<file path="src/rtl/sw_ctrl_pkg.sv">
package sw_ctrl_pkg;
  localparam int WORD_BITS     = 24;
  localparam int PAR_BITS      = 5;
  localparam int CLK_MHZ       = 40;
  // Longest switch update latency at the lower logic supply, in ns
  localparam int UPDATE_MAX_NS = 145;
  // Longest time rounds down, never below one cycle
  localparam int UPDATE_CYC_RAW = (UPDATE_MAX_NS * CLK_MHZ) / 1000;
  localparam int UPDATE_CYC     = (UPDATE_CYC_RAW < 1) ? 1 : UPDATE_CYC_RAW;
  localparam logic [23:0] SWITCH_RST = 24'h000000;
  localparam logic [4:0]  CNT_RST    = 5'h00;
  localparam logic [4:0]  CNT_FULL   = 5'h18;
  // Synchroniser reset, idle pin levels: select high, all other pins low
  localparam logic [4:0]  PIN_RST    = 5'h02;
endpackage

</file>
<file path="src/rtl/switch_ctrl_port.sv">
`timescale 1ns/1ps
// Summary of operation
// - Input bits are sampled only while the active-low select is low.
// - Each input bit is taken on a falling edge of the serial clock.
// - A word is exactly 24 bits and bits after the 24th are ignored.
// - The shifted word is captured into the holding register when select rises.
// - With the strobe low the held word also reaches the switches at select rise.
// - With the strobe in use the switches update on the strobe's falling edge.
// - The serial output changes after each rising serial clock edge while select is low.
// - An interface-select input picks serial or five-bit parallel control.
// - The strobe pin is the latch in serial mode and parallel bit zero otherwise.
module switch_ctrl_port
  import sw_ctrl_pkg::*;
(
  input  wire logic                        sys_clk,
  input  wire logic                        rstn,
  input  wire logic                        par_mode,
  input  wire logic                        sclk,
  input  wire logic                        sdi,
  input  wire logic                        cs_n,
  input  wire logic                        latch_n,
  output logic                             sdo,
  output logic                             sdo_oe,
  output logic      [sw_ctrl_pkg::WORD_BITS-1:0] switches,
  output logic      [sw_ctrl_pkg::PAR_BITS-1:0]  par_ctrl,
  output logic                             word_err
);
  import sw_ctrl_pkg::*;

  // ----------------------------------------------------------------
  // Pin synchronisers
  // ----------------------------------------------------------------
  // Synchronisers reset to the idle pin levels, select high, so that no
  // false select edge and no stray capture follows reset
  logic [4:0] pins_s;
  pin_sync #(.W(5), .RST_VAL(PIN_RST)) u_sync (
    .sys_clk (sys_clk),
    .rstn    (rstn),
    .d       ({par_mode, sclk, sdi, cs_n, latch_n}),
    .q       (pins_s)
  );
  logic mode_s, sclk_s, sdi_s, cs_s, latch_s;
  assign {mode_s, sclk_s, sdi_s, cs_s, latch_s} = pins_s;

  // ----------------------------------------------------------------
  // Edge detection and shift state
  // ----------------------------------------------------------------
  logic                 sclk_d_r, cs_d_r, latch_d_r;
  logic [WORD_BITS-1:0] shift_r, shift_nxt;
  logic [WORD_BITS-1:0] hold_r, hold_nxt;
  logic [WORD_BITS-1:0] sw_r, sw_nxt;
  logic [4:0]           cnt_r, cnt_nxt;
  logic                 sdo_r, sdo_nxt, oe_r, oe_nxt, err_r, err_nxt;
  logic [PAR_BITS-1:0]  par_r, par_nxt;
  logic                 pend_r, pend_nxt;

  // ----------------------------------------------------------------
  // Edge helpers
  // ----------------------------------------------------------------
  // Edges are seen in the same cycle that the synchronised level changes
  function automatic logic went_high(input logic prev, input logic now);
    return ~prev & now;
  endfunction

  function automatic logic went_low(input logic prev, input logic now);
    return prev & ~now;
  endfunction

  logic sclk_fall, sclk_rise, cs_rise, latch_fall, ser;
  assign ser        = !mode_s;
  assign sclk_fall  = went_low(sclk_d_r, sclk_s);
  assign sclk_rise  = went_high(sclk_d_r, sclk_s);
  assign cs_rise    = went_high(cs_d_r, cs_s);
  assign latch_fall = went_low(latch_d_r, latch_s);

  // ----------------------------------------------------------------
  // Next-state logic
  // ----------------------------------------------------------------
  always_comb begin
    shift_nxt = shift_r;
    hold_nxt  = hold_r;
    sw_nxt    = sw_r;
    cnt_nxt   = cnt_r;
    sdo_nxt   = sdo_r;
    oe_nxt    = ser & ~cs_s;
    err_nxt   = err_r;
    par_nxt   = par_r;
    pend_nxt  = pend_r;
    if (!ser) begin
      // Parallel pins drive the controls directly; strobe pin is bit zero
      par_nxt  = {cs_s, sdi_s, 1'b0, sclk_s, latch_s};
      cnt_nxt  = CNT_RST;
      pend_nxt = 1'b0;
    end else begin
      if (!cs_s && sclk_fall && cnt_r != CNT_FULL) begin
        shift_nxt = {shift_r[WORD_BITS-2:0], sdi_s};
        cnt_nxt   = cnt_r + 5'h01;
      end
      if (!cs_s && sclk_rise) begin
        sdo_nxt = shift_r[WORD_BITS-1];
      end
      if (cs_rise) begin
        // A short or overlong word is still captured; word_err flags only a short word
        hold_nxt = shift_r;
        err_nxt  = (cnt_r != CNT_FULL);
        cnt_nxt  = CNT_RST;
        if (!latch_s) begin
          sw_nxt   = shift_r;
          pend_nxt = 1'b0;
        end else begin
          pend_nxt = 1'b1;
        end
      end
      // A strobe fall that meets select rise applies the new word, not the old
      if (latch_fall && (pend_r || cs_rise)) begin
        sw_nxt   = cs_rise ? shift_r : hold_r;
        pend_nxt = 1'b0;
      end
    end
  end

  // ----------------------------------------------------------------
  // State registers
  // ----------------------------------------------------------------
  always_ff @(posedge sys_clk or negedge rstn) begin
    if (!rstn) begin
      sclk_d_r  <= 1'b0;
      cs_d_r    <= 1'b1;
      latch_d_r <= 1'b0;
      shift_r   <= SWITCH_RST;
      hold_r    <= SWITCH_RST;
      sw_r      <= SWITCH_RST;
      cnt_r     <= CNT_RST;
      sdo_r     <= 1'b0;
      oe_r      <= 1'b0;
      err_r     <= 1'b0;
      par_r     <= '0;
      pend_r    <= 1'b0;
    end else begin
      sclk_d_r  <= sclk_s;
      cs_d_r    <= cs_s;
      latch_d_r <= latch_s;
      shift_r   <= shift_nxt;
      hold_r    <= hold_nxt;
      sw_r      <= sw_nxt;
      cnt_r     <= cnt_nxt;
      sdo_r     <= sdo_nxt;
      oe_r      <= oe_nxt;
      err_r     <= err_nxt;
      par_r     <= par_nxt;
      pend_r    <= pend_nxt;
    end
  end

  // ----------------------------------------------------------------
  // Outputs
  // ----------------------------------------------------------------
  assign sdo      = sdo_r;
  assign sdo_oe   = oe_r;
  assign switches = sw_r;
  assign par_ctrl = par_r;
  assign word_err = err_r;
endmodule // switch_ctrl_port

</file>
<file path="src/rtl/pin_sync.sv">
`timescale 1ns/1ps
module pin_sync #(
  parameter int           W       = 1,
  parameter logic [W-1:0] RST_VAL = '0
) (
  input  wire logic         sys_clk,
  input  wire logic         rstn,
  input  wire logic [W-1:0] d,
  output logic      [W-1:0] q
);
  logic [W-1:0] meta_r;
  always_ff @(posedge sys_clk or negedge rstn) begin
    if (!rstn) begin
      meta_r <= RST_VAL;
      q      <= RST_VAL;
    end else begin
      meta_r <= d;
      q      <= meta_r;
    end
  end
endmodule // pin_sync

</file>
<file path="config.mk">
export PLATFORM = sky130hd
export DESIGN_NAME = switch_ctrl_port
export DESIGN_NICKNAME = d
export VERILOG_FILES = /design/src/rtl/sw_ctrl_pkg.sv /design/src/rtl/switch_ctrl_port.sv /design/src/rtl/pin_sync.sv
export SDC_FILE = /design/constraint.sdc
export NUM_CORES = 1
export LEC_CHECK = 0
export BUFFER_PORTS_ARGS = -buffer_cell sky130_fd_sc_hd__clkbuf_2
export CAP_MARGIN = 0
export CORE_MARGIN = 2
export CORE_UTILIZATION = 52
export CTS_CLUSTER_DIAMETER = 30
export CTS_CLUSTER_SIZE = 8
export DETAILED_ROUTE_END_ITERATION = 10
export PLACE_DENSITY = 0.74
export SKIP_CTS_REPAIR_TIMING = 1
export SYNTH_ARGS = -nofsm -noshare
export SYNTH_HDL_FRONTEND = slang
export SYNTH_SLANG_ARGS = --single-unit
</file>
<file path="constraint.sdc">
create_clock -name sys_clk -period 1.6 [get_ports sys_clk]
set_input_delay 0.08 -clock sys_clk [delete_from_list [all_inputs] [get_ports sys_clk]]
set_output_delay 0.08 -clock sys_clk [all_outputs]
set_load 0.03 [all_outputs]
</file>
==> run_results.csv, run 1 <==
group,metric,value,unit
cells_and_area,syn2layout_area_growth,23.3,%
worst_setup_path,reg2reg_to,"hold_r[3]$_DFFE_PN0N_",
timing,setup-violations-final,2,
run,maxCapViolations,0,
cells_and_area,layout.cells.most_common,"dfrtp_1",
worst_setup_path,crit_buf_inv,2,
worst_setup_path,critical_path.top_delay_family,"flip-flops",
worst_setup_path,timing.rr.start,"u_sync.q[1]$_DFF_PN1_",
routing,viasPerCell,5.44,
worst_setup_path,startpoint_type,"flip-flop",
synth,ys_ff_latch,98,
clock_tree,cts_tree,"yes",
floorplanning,fp.dieArea,0.00817,mm²
clock_tree,clkSlewWorstSetupHoldPaths,100,ps
worst_setup_path,reg2reg_slack,-8,ps
floorplanning,die_w,90.4,µm
cells_and_area,drive_above_1_share,0.481,
synth,yosys.area_share.adder,0.00645,
routing,num_vias,2300,
place,io_buffer_count,37,
worst_setup_path,crit_arrival,1850,ps
clock_tree,cts-root-buf,"clkbuf_8",
routing,drtIter0Drc,120,
timing,drv_slew,0,
cells_and_area,fin_util,0.659,
timing,rsz0062_at_grt,"yes",
synth,synth_top_family_by_area,"multiplexers",
clock_tree,clock_sinks,98,
synth,netlist_area,0.00388,mm²
synth,syn_area_per_cell,15.5,µm²
synth,synth_xor_area_frac,0,
worst_setup_path,rr_worst_depth,5,
floorplanning,dieHeight,90.4,µm
worst_setup_path,required,1850,ps
worst_setup_path,worst_path_most_repeated_cell,"buf_6",
worst_setup_path,path_class,"flip-flop to flip-flop",
worst_setup_path,cp_slowest_cell,"dfstp_2",
routing,routedWlPerCell,17.0,µm
worst_hold_path,hold_path_class,"input pin to async pin",
global_routing,grt_max_degree,43,
place,place_area,0.00438,mm²
global_routing,grt_usage,0.188,
worst_setup_path,path_cells,"nand2b_4 -> buf_6 -> nor2_4 -> buf_6 -> mux2_2",
power_and_ir_drop,p_switching,1.26,mW
worst_setup_path,endpoint,"hold_r[3]$_DFFE_PN0N_",
global_routing,antenna_found_initial,0,
power_and_ir_drop,internal_power,3.79,mW
global_routing,grt_pass1_vias,2366,
synth,ys_top_cells_by_area,"dfrtp_1, mux2_2, a221o_1",
worst_setup_path,crit_cells,5,
clock_tree,clk_path_buf_depth,2,
cells_and_area,diodes,0,
worst_setup_path,cpPeakStageDelay,580,ps
timing,hold_violations,0,
synth,synth_nets,259,
power_and_ir_drop,powerDensity,1060,mW/mm²
power_and_ir_drop,p_comb_frac,0.103,
synth,synth.area.mux_share,0.162,
cells_and_area,final_cell_mix,"dfrtp_1, mux2_2, clkbuf_2, and2_1, a221o_1",
place,gp_congestion,0.831,
synth,ys_types,38,
timing,finalCritPeriodShare,1.01,
cells_and_area,fin_nets,328,
timing,finalCriticalPeriod,1610,ps
synth,postSynthCellCount,250,
power_and_ir_drop,switching_share,0.249,
routing,dr.pass1.iters,4,
worst_setup_path,end_kind,"flip-flop",
place,dp.final_hpwl,4.68,mm
power_and_ir_drop,clock_power_share,0.355,
clock_tree,cts_buffers,9,
power_and_ir_drop,irDropWorstVdd,0.547,mV
power_and_ir_drop,seqPwrFrac,0.542,
cells_and_area,post-route-cell-area,0.00478,mm²
synth,yosys.area.top_type,"dfrtp_1",
synth,synth_compound_area_frac,0.0803,
power_and_ir_drop,leakagePower,2.43,nW
run_status,failed_checks,"negative setup slack",
synth,synth_top_area_frac,0.613,
global_routing,grt-ovfl-total,0,
synth,seq_area_frac_synth,0.633,
clock_tree,htree_num_levels,3,
synth,synthSimpleGateAreaFrac,0.0865,
synth,yosysWarnings,0,
power_and_ir_drop,total_power,5.05,mW
routing,wl,7.17,mm
routing,ant_nets,0,
worst_setup_path,critPathLaunch,"u_sync.q[1]$_DFF_PN1_",
timing,clock.fmax,0.622,GHz
timing,fin_worst_skew,6.76,ps
floorplanning,coreArea,0.00725,mm²
routing,drc,0,
global_routing,grt_pass1_wl,11.9,mm
timing,worst_slack,-8.43,ps
clock_tree,clk_latency,350,ps
run_status,status,"finished with violations",
floorplanning,start_util,0.535,
floorplanning,row_count,31,
worst_setup_path,cp_max_fo,7,
floorplanning,ios,39,
## logic make-up (layout without fill, tap and decap cells)
group	Yosys count	count (layout)
other cells	1	1
buf+inv	17	91
compound gates	31	31
flops	98	98
mux	56	56
simple gates	45	45
fa+ha+maj	2	2
## cell usage after synthesis
cell,instances
clkbuf_1,3
nand4b_2,1
nand3_1,2
buf_2,2
a41o_1,1
a211oi_1,1
nand2_1,2
a211o_2,1
nand2b_2,1
o2bb2ai_1,1
o221a_2,1
or3_1,2
nand2b_1,1
buf_6,5
nor2_2,2
inv_1,3
a2bb2o_1,1
nor3b_1,1
nor4b_4,1
conb_1,1
a221o_1,20
nand4b_4,1
mux2_2,51
a221o_2,4
dfrtp_1,95
a2111oi_0,1
mux2i_1,2
dfstp_2,3
nor2_1,1
and2_1,24
nor3_1,1
buf_4,4
ha_1,2
nand4_1,2
nor4_4,1
mux2_1,3
nor2b_1,1
nor4b_1,1
## power by group through the flow
stage          clock network [mW]  registers, mW  logic (mW)
2_1_floorplan                   0           2.85       0.208
3_5_place_dp                    0           2.78       0.481
4_1_cts                      1.86           2.73       0.482
3_3_place_gp                    0           2.78       0.468
6_report                     1.79           2.74       0.522
5_1_grt                      1.97           2.76       0.563
## registers in the layout, summed over array words and instances (netlist names), 4 cells and up
signal and count:
cnt_r 5, hold_r 24, par_ctrl 4, shift_r 24, switches 24, u_sync.meta_r 5, u_sync.q 5
## metal layers
layer,share of wire,up-vias,track usage
met3,0.024,12,0.0317
met1,0.45,1191,0.249
met4,0.020,0,0.0936
met2,0.50,38,0.302
met5,0,-,0
li1,-,1059,-
## stage by stage
| stage | TNS [ps] | std cells | setup WS [ps] | hold slack, ps |
|---|---|---|---|---|
| 4_1_cts | -490 | 414 | -54.0 | -391 |
| 3_5_place_dp | -26.2 | 398 | -26.2 | 10.9 |
| 5_1_grt | -851 | 423 | -54.1 | 170 |
| 3_3_place_gp | 0 | 398 | 48.9 | 4.29 |
| 2_1_floorplan | 0 | 250 | 15.3 | -216 |
| 6_report | -12.3 | 423 | -8.43 | 163 |
## final cells by class
| cell class | count | area (µm²) |
|---|---|---|
| fill | 511 | 2470 |
| sequential | 98 | 2460 |
| multi-input combinational | 135 | 1370 |
| timing repair buffer | 72 | 584 |
| clock buffer | 9 | 124 |
| tap | 99 | 124 |
| clock inverter | 7 | 108 |
| inverter | 3 | 11.3 |
## worst min path at each step
stage	endpoint	from	depth (start not counted)	slack, ps
global route	cnt_r[2]$_DFFE_PN0P_	rstn	2	170
CTS	sdo_oe$_DFF_PN0_	rstn	1	-390
detailed placement	word_err$_DFFE_PN0P_	rstn	1	10
global placement	cnt_r[2]$_DFFE_PN0P_	rstn	1	4
floorplan	cnt_r[0]$_DFFE_PN0P_	rstn	0	-220
finish	sdo_oe$_DFF_PN0_	rstn	2	160
(Power assumes the default switching activity.)
==> inputs of run 2 (changes only) <==
CORE_MARGIN = 3   (was 2)
PLACE_DENSITY = unset   (was 0.74)
PLACE_DENSITY_LB_ADDON = 0.12   (was unset)
==> run 2 against run 1 <==
- largest power group unchanged
- critical endpoint is now shift_r[17]$_DFFE_PN0P_
- critical path depth up 1
- clock-buffer cell count increased by 2
- register-to-register slack improved by 30 ps
- the flow now finishes without violations
- via count fell by 1.7%
- highest routed layer unchanged
==> run_results.csv, run 2 (same netlist as run 1, synthesis figures left out) <==
group,metric,value,unit
run_status,status,"finished, final reports clean",
worst_setup_path,end_kind,"flip-flop",
routing,dr.pass1.iters,4,
routing,drc,0,
timing,holdWs,166,ps
worst_setup_path,path_class,"flip-flop to flip-flop",
cells_and_area,multiInputGateArea,0.00137,mm²
clock_tree,clkSlewWorstSetupHoldPaths,90,ps
cells_and_area,syn2layout_area_growth,21.6,%
power_and_ir_drop,p_switching,1.22,mW
routing,routedWlPerCell,16.6,µm
clock_tree,cts_buffers,9,
power_and_ir_drop,internal_power,3.46,mW
timing,finalCriticalPeriod,1580,ps
power_and_ir_drop,leakagePower,2.41,nW
worst_setup_path,required,1840,ps
timing,finalCritPeriodShare,0.989,
timing,hold_violations,0,
timing,setup-violations-final,0,
cells_and_area,diodes,0,
global_routing,antenna_found_initial,0,
routing,viasPerCell,5.41,
global_routing,grt_max_degree,40,
floorplanning,fp.dieArea,0.00853,mm²
routing,drtIter0Drc,65,
power_and_ir_drop,seqPwrFrac,0.585,
clock_tree,clock_sinks,98,
worst_setup_path,crit_arrival,1820,ps
worst_hold_path,hold_path_class,"input pin to async pin",
global_routing,grt_pass1_wl,11.2,mm
worst_setup_path,startpoint_type,"flip-flop",
clock_tree,cts-root-buf,"clkbuf_8",
power_and_ir_drop,irDropWorstVdd,0.680,mV
power_and_ir_drop,clock_power_share,0.303,
cells_and_area,final_cell_mix,"dfrtp_1, mux2_2, clkbuf_2, and2_1, a221o_1",
cells_and_area,fill_cells,501,
timing,fin_worst_skew,12.9,ps
place,dp.final_hpwl,4.49,mm
routing,ant_nets,0,
cells_and_area,regArea,0.00246,mm²
run,maxCapViolations,0,
power_and_ir_drop,p_comb_frac,0.112,
cells_and_area,layout.cells.most_common,"dfrtp_1",
timing,drv_slew,0,
global_routing,grt-ovfl-total,0,
floorplanning,row_count,30,
worst_setup_path,cp_max_fo,9,
global_routing,grt_usage,0.170,
floorplanning,dieHeight,92.4,µm
place,gp_congestion,0.770,
power_and_ir_drop,powerDensity,993,mW/mm²
timing,rsz0062_at_grt,"yes",
clock_tree,cts_tree,"yes",
routing,num_vias,2262,
clock_tree,clk_path_buf_depth,2,
timing,tns,0,ps
routing,wl,6.93,mm
clock_tree,htree_num_levels,3,
floorplanning,coreArea,0.00702,mm²
global_routing,grt_pass1_vias,2204,
timing,clock.fmax,0.632,GHz
cells_and_area,fin_nets,326,
place,io_buffer_count,37,
floorplanning,die_w,92.4,µm
power_and_ir_drop,switching_share,0.261,
clock_tree,clk_latency,360,ps
floorplanning,start_util,0.553,
cells_and_area,drive_above_1_share,0.469,
floorplanning,ios,39,
[run 2: cell types whose count changed in the layout (fill, tap and decap cells not counted), sizes merged]
cell,previous run,this run
clkbuf,45,49
inv,7,4
clkinv,0,2
bufinv,2,0
buf,30,26
clkinvlp,1,2
[run 2: worst max-delay path, stage by stage (launching register included)]
cell	delay, ps
dfrtp_1	410
inv_2	90
ha_4	150
nand4b_4	110
nand4b_4	210
buf_12	160
mux2_2	330
[run 2: layout make-up]
type,count,area share
clock buffers,11,0.0278
clock inverters,5,0.00875
inverters,3,0.00239
multi-input cells,135,0.290
flip-flops and latches,98,0.521
well taps,96,0.0255
repair buffers,70,0.125
[run 2: worst paths after layout]
check | cells past startpoint | slack (ps) | start | end
worst max-delay path | 6 | 20 | cnt_r[1]$_DFFE_PN0P_ | shift_r[17]$_DFFE_PN0P_
worst min-delay path | 2 | 170 | rstn | cnt_r[2]$_DFFE_PN0P_
worst max register to register | 6 | 20 | cnt_r[1]$_DFFE_PN0P_ | shift_r[17]$_DFFE_PN0P_
worst min register to register | 0 | 350 | u_sync.meta_r[2]$_DFF_PN0_ | u_sync.q[2]$_DFF_PN0_
max in group asynchronous | 3 | 830 | rstn | u_sync.meta_r[1]$_DFF_PN1_
min in group sys_clk | 0 | 350 | u_sync.meta_r[2]$_DFF_PN0_ | u_sync.q[2]$_DFF_PN0_
[run 2: power groups by stage]
stage	Clock, mW	Sequential, mW	Combinational (mW)
3_3_place_gp	0	2.78	0.465
5_1_grt	1.57	2.77	0.568
6_report	1.42	2.74	0.524
4_1_cts	1.46	2.74	0.478
3_5_place_dp	0	2.78	0.479
2_1_floorplan	0	2.85	0.208
[run 2: stage by stage]
step	utilization	power, mW	setup WS, ps	cells	instance area [µm²]
detailed placement	0.620	3.26	15.6	392	4350
floorplan	-	3.05	15.3	250	3880
global placement	0.620	3.24	51.7	392	4350
finish	0.672	4.69	17.6	418	4720
CTS	0.645	4.68	-4.16	408	4520
global route	0.672	4.91	-28.4	418	4720
[run 2: layer usage]
layer  share of wire  global-route usage  up-vias  wire (µm)
li1                -                   -     1051          -
met1            0.46               0.235     1164       3190
met2            0.49               0.259       42       3380
met3           0.041              0.0512        5        283
met4           0.011              0.0557        0         76
met5               0                   0        -          0
==> inputs of run 3 (changes only) <==
PLACE_DENSITY = 0.73   (was unset)
PLACE_DENSITY_LB_ADDON = unset   (was 0.12)
==> run 3 against run 2 <==
- the flow now finishes with violations (negative setup slack)
- combinational power increased by 17%
- worst setup slack lost 68 ps
- first-iteration DRC count increased by 110%
- worst hold slack improved by 2.4 ps
- cell area up 8.0%
- clock power rose by 19%
- routed wire length up 22%
- global-route usage up 0.062 points
- highest routed layer unchanged
==> run_results.csv, run 3 (same netlist as run 1, synthesis figures left out) <==
group,metric,value,unit
run_status,status,"finished with violations",
run_status,failed_checks,"negative setup slack",
clock_tree,htree_num_levels,3,
timing,drv_slew,0,
timing,worst_slack,-50.9,ps
routing,dr.pass1.iters,4,
global_routing,grt_usage,0.171,
worst_setup_path,startpoint_type,"flip-flop",
routing,drc,0,
power_and_ir_drop,powerDensity,992,mW/mm²
floorplanning,coreArea,0.00702,mm²
timing,finalCritPeriodShare,1.03,
cells_and_area,final_cell_count_no_fill,433,
worst_setup_path,end_kind,"flip-flop",
global_routing,grt_max_degree,52,
run,maxCapViolations,0,
worst_setup_path,timing.rr.start,"u_sync.q[1]$_DFF_PN1_",
routing,wl,8.45,mm
worst_setup_path,required,1860,ps
floorplanning,die_w,92.4,µm
worst_setup_path,path_cells,"nand2b_4 -> buf_6 -> nor2_4 -> buf_8 -> mux2_4",
floorplanning,ios,39,
worst_setup_path,crit_arrival,1910,ps
worst_setup_path,path_class,"flip-flop to flip-flop",
cells_and_area,post-route-cell-area,0.00509,mm²
floorplanning,row_count,30,
cells_and_area,fin_nets,341,
cells_and_area,layout.cells.most_common,"dfrtp_1",
power_and_ir_drop,leakagePower,2.62,nW
routing,routedWlPerCell,19.5,µm
timing,rsz0062_at_grt,"yes",
clock_tree,clk_latency,390,ps
place,dp.final_hpwl,4.40,mm
worst_hold_path,hold_path_class,"input pin to async pin",
floorplanning,start_util,0.553,
worst_setup_path,cpPeakStageDelay,600,ps
global_routing,grt_pass1_wl,11.4,mm
clock_tree,clkSlewWorstSetupHoldPaths,100,ps
place,place_area,0.00432,mm²
floorplanning,fp.dieArea,0.00853,mm²
cells_and_area,fin_util,0.726,
place,placedCellCount,391,
timing,clock.fmax,0.606,GHz
timing,fin_worst_skew,23.1,ps
worst_setup_path,cp_slowest_cell,"dfstp_2",
clock_tree,clk_path_buf_depth,2,
place,io_buffer_count,37,
worst_setup_path,cp_max_fo,7,
cells_and_area,drive_above_1_share,0.507,
global_routing,grt-ovfl-total,0,
timing,hold_violations,0,
worst_setup_path,crit_buf_inv,2,
routing,ant_nets,0,
cells_and_area,diodes,0,
clock_tree,cts_buffers,9,
routing,drtIter0Drc,139,
place,post-place-ws,-328,ps
global_routing,grt_pass1_vias,2296,
timing,setup-violations-final,52,
worst_setup_path,reg2reg_slack,-50,ps
place,gp_congestion,0.703,
clock_tree,cts-root-buf,"clkbuf_8",
routing,viasPerCell,5.65,
worst_setup_path,critPathLaunch,"u_sync.q[1]$_DFF_PN1_",
clock_tree,clock_sinks,98,
timing,holdWs,168,ps
clock_tree,cts_tree,"yes",
worst_setup_path,critical_path.top_delay_family,"flip-flops",
global_routing,antenna_found_initial,0,
power_and_ir_drop,irDropWorstVdd,0.720,mV
cells_and_area,syn2layout_area_growth,31.3,%
routing,num_vias,2445,
cells_and_area,final_cell_mix,"dfrtp_1, mux2_4, clkbuf_2, and2_1, buf_4",
floorplanning,dieHeight,92.4,µm
timing,finalCriticalPeriod,1650,ps
## run 3: cell count changes in the layout (fill, tap and decap cells not counted), sizes merged
cell,change
buf,+13
inv,+2
clkinv,-1
clkbuf,-1
nor4b,+1
bufinv,+1
## run 3: final timing paths
kind | to | cells after the start
worst max-delay path | hold_r[3]$_DFFE_PN0N_ | 5
worst min-delay path | cnt_r[0]$_DFFE_PN0P_ | 2
worst max register to register | hold_r[3]$_DFFE_PN0N_ | 5
worst min register to register | u_sync.q[3]$_DFF_PN0_ | 0
max in group asynchronous | shift_r[23]$_DFFE_PN0P_ | 3
min in group sys_clk | u_sync.meta_r[1]$_DFF_PN1_ | 2
## run 3: worst register-to-register path, stage by stage (launching register included)
cell,delay [ps]
dfstp_2,600
nand2b_4,70
buf_6,120
nor2_4,240
buf_8,190
mux2_4,310
## run 3: per-layer routing
metal / track usage / part of all wire / vias to the layer above / wire length [µm]
met3: 0.0479 / 0.032 / 14 / 272
met5: 0 / 0 / - / 0
met2: 0.263 / 0.51 / 52 / 4300
met4: 0.0594 / 0.015 / 0 / 128
li1: - / - / 1085 / -
met1: 0.233 / 0.44 / 1294 / 3750
## run 3: final cells by class
type,instances,area (µm²)
Multi-Input combinational cell,136,1560
Clock buffer,9,124
Sequential cell,98,2460
Tap cell,96,120
Clock inverter,7,85.1
Inverter,3,11.3
Timing Repair Buffer,84,737
Fill cell,447,1930
## run 3: power by group
group / switching, mW / internal (mW)
sequential: 0.115 / 2.63
clock: 0.940 / 0.752
combinational: 0.298 / 0.316
## run 3: through the flow
step	TNS, ps	total power, mW
2_1_floorplan	0	3.05
3_3_place_gp	-6040	3.24
3_5_place_dp	-7230	3.26
4_1_cts	-7940	4.91
5_1_grt	-3980	5.24
6_report	-1390	5.05
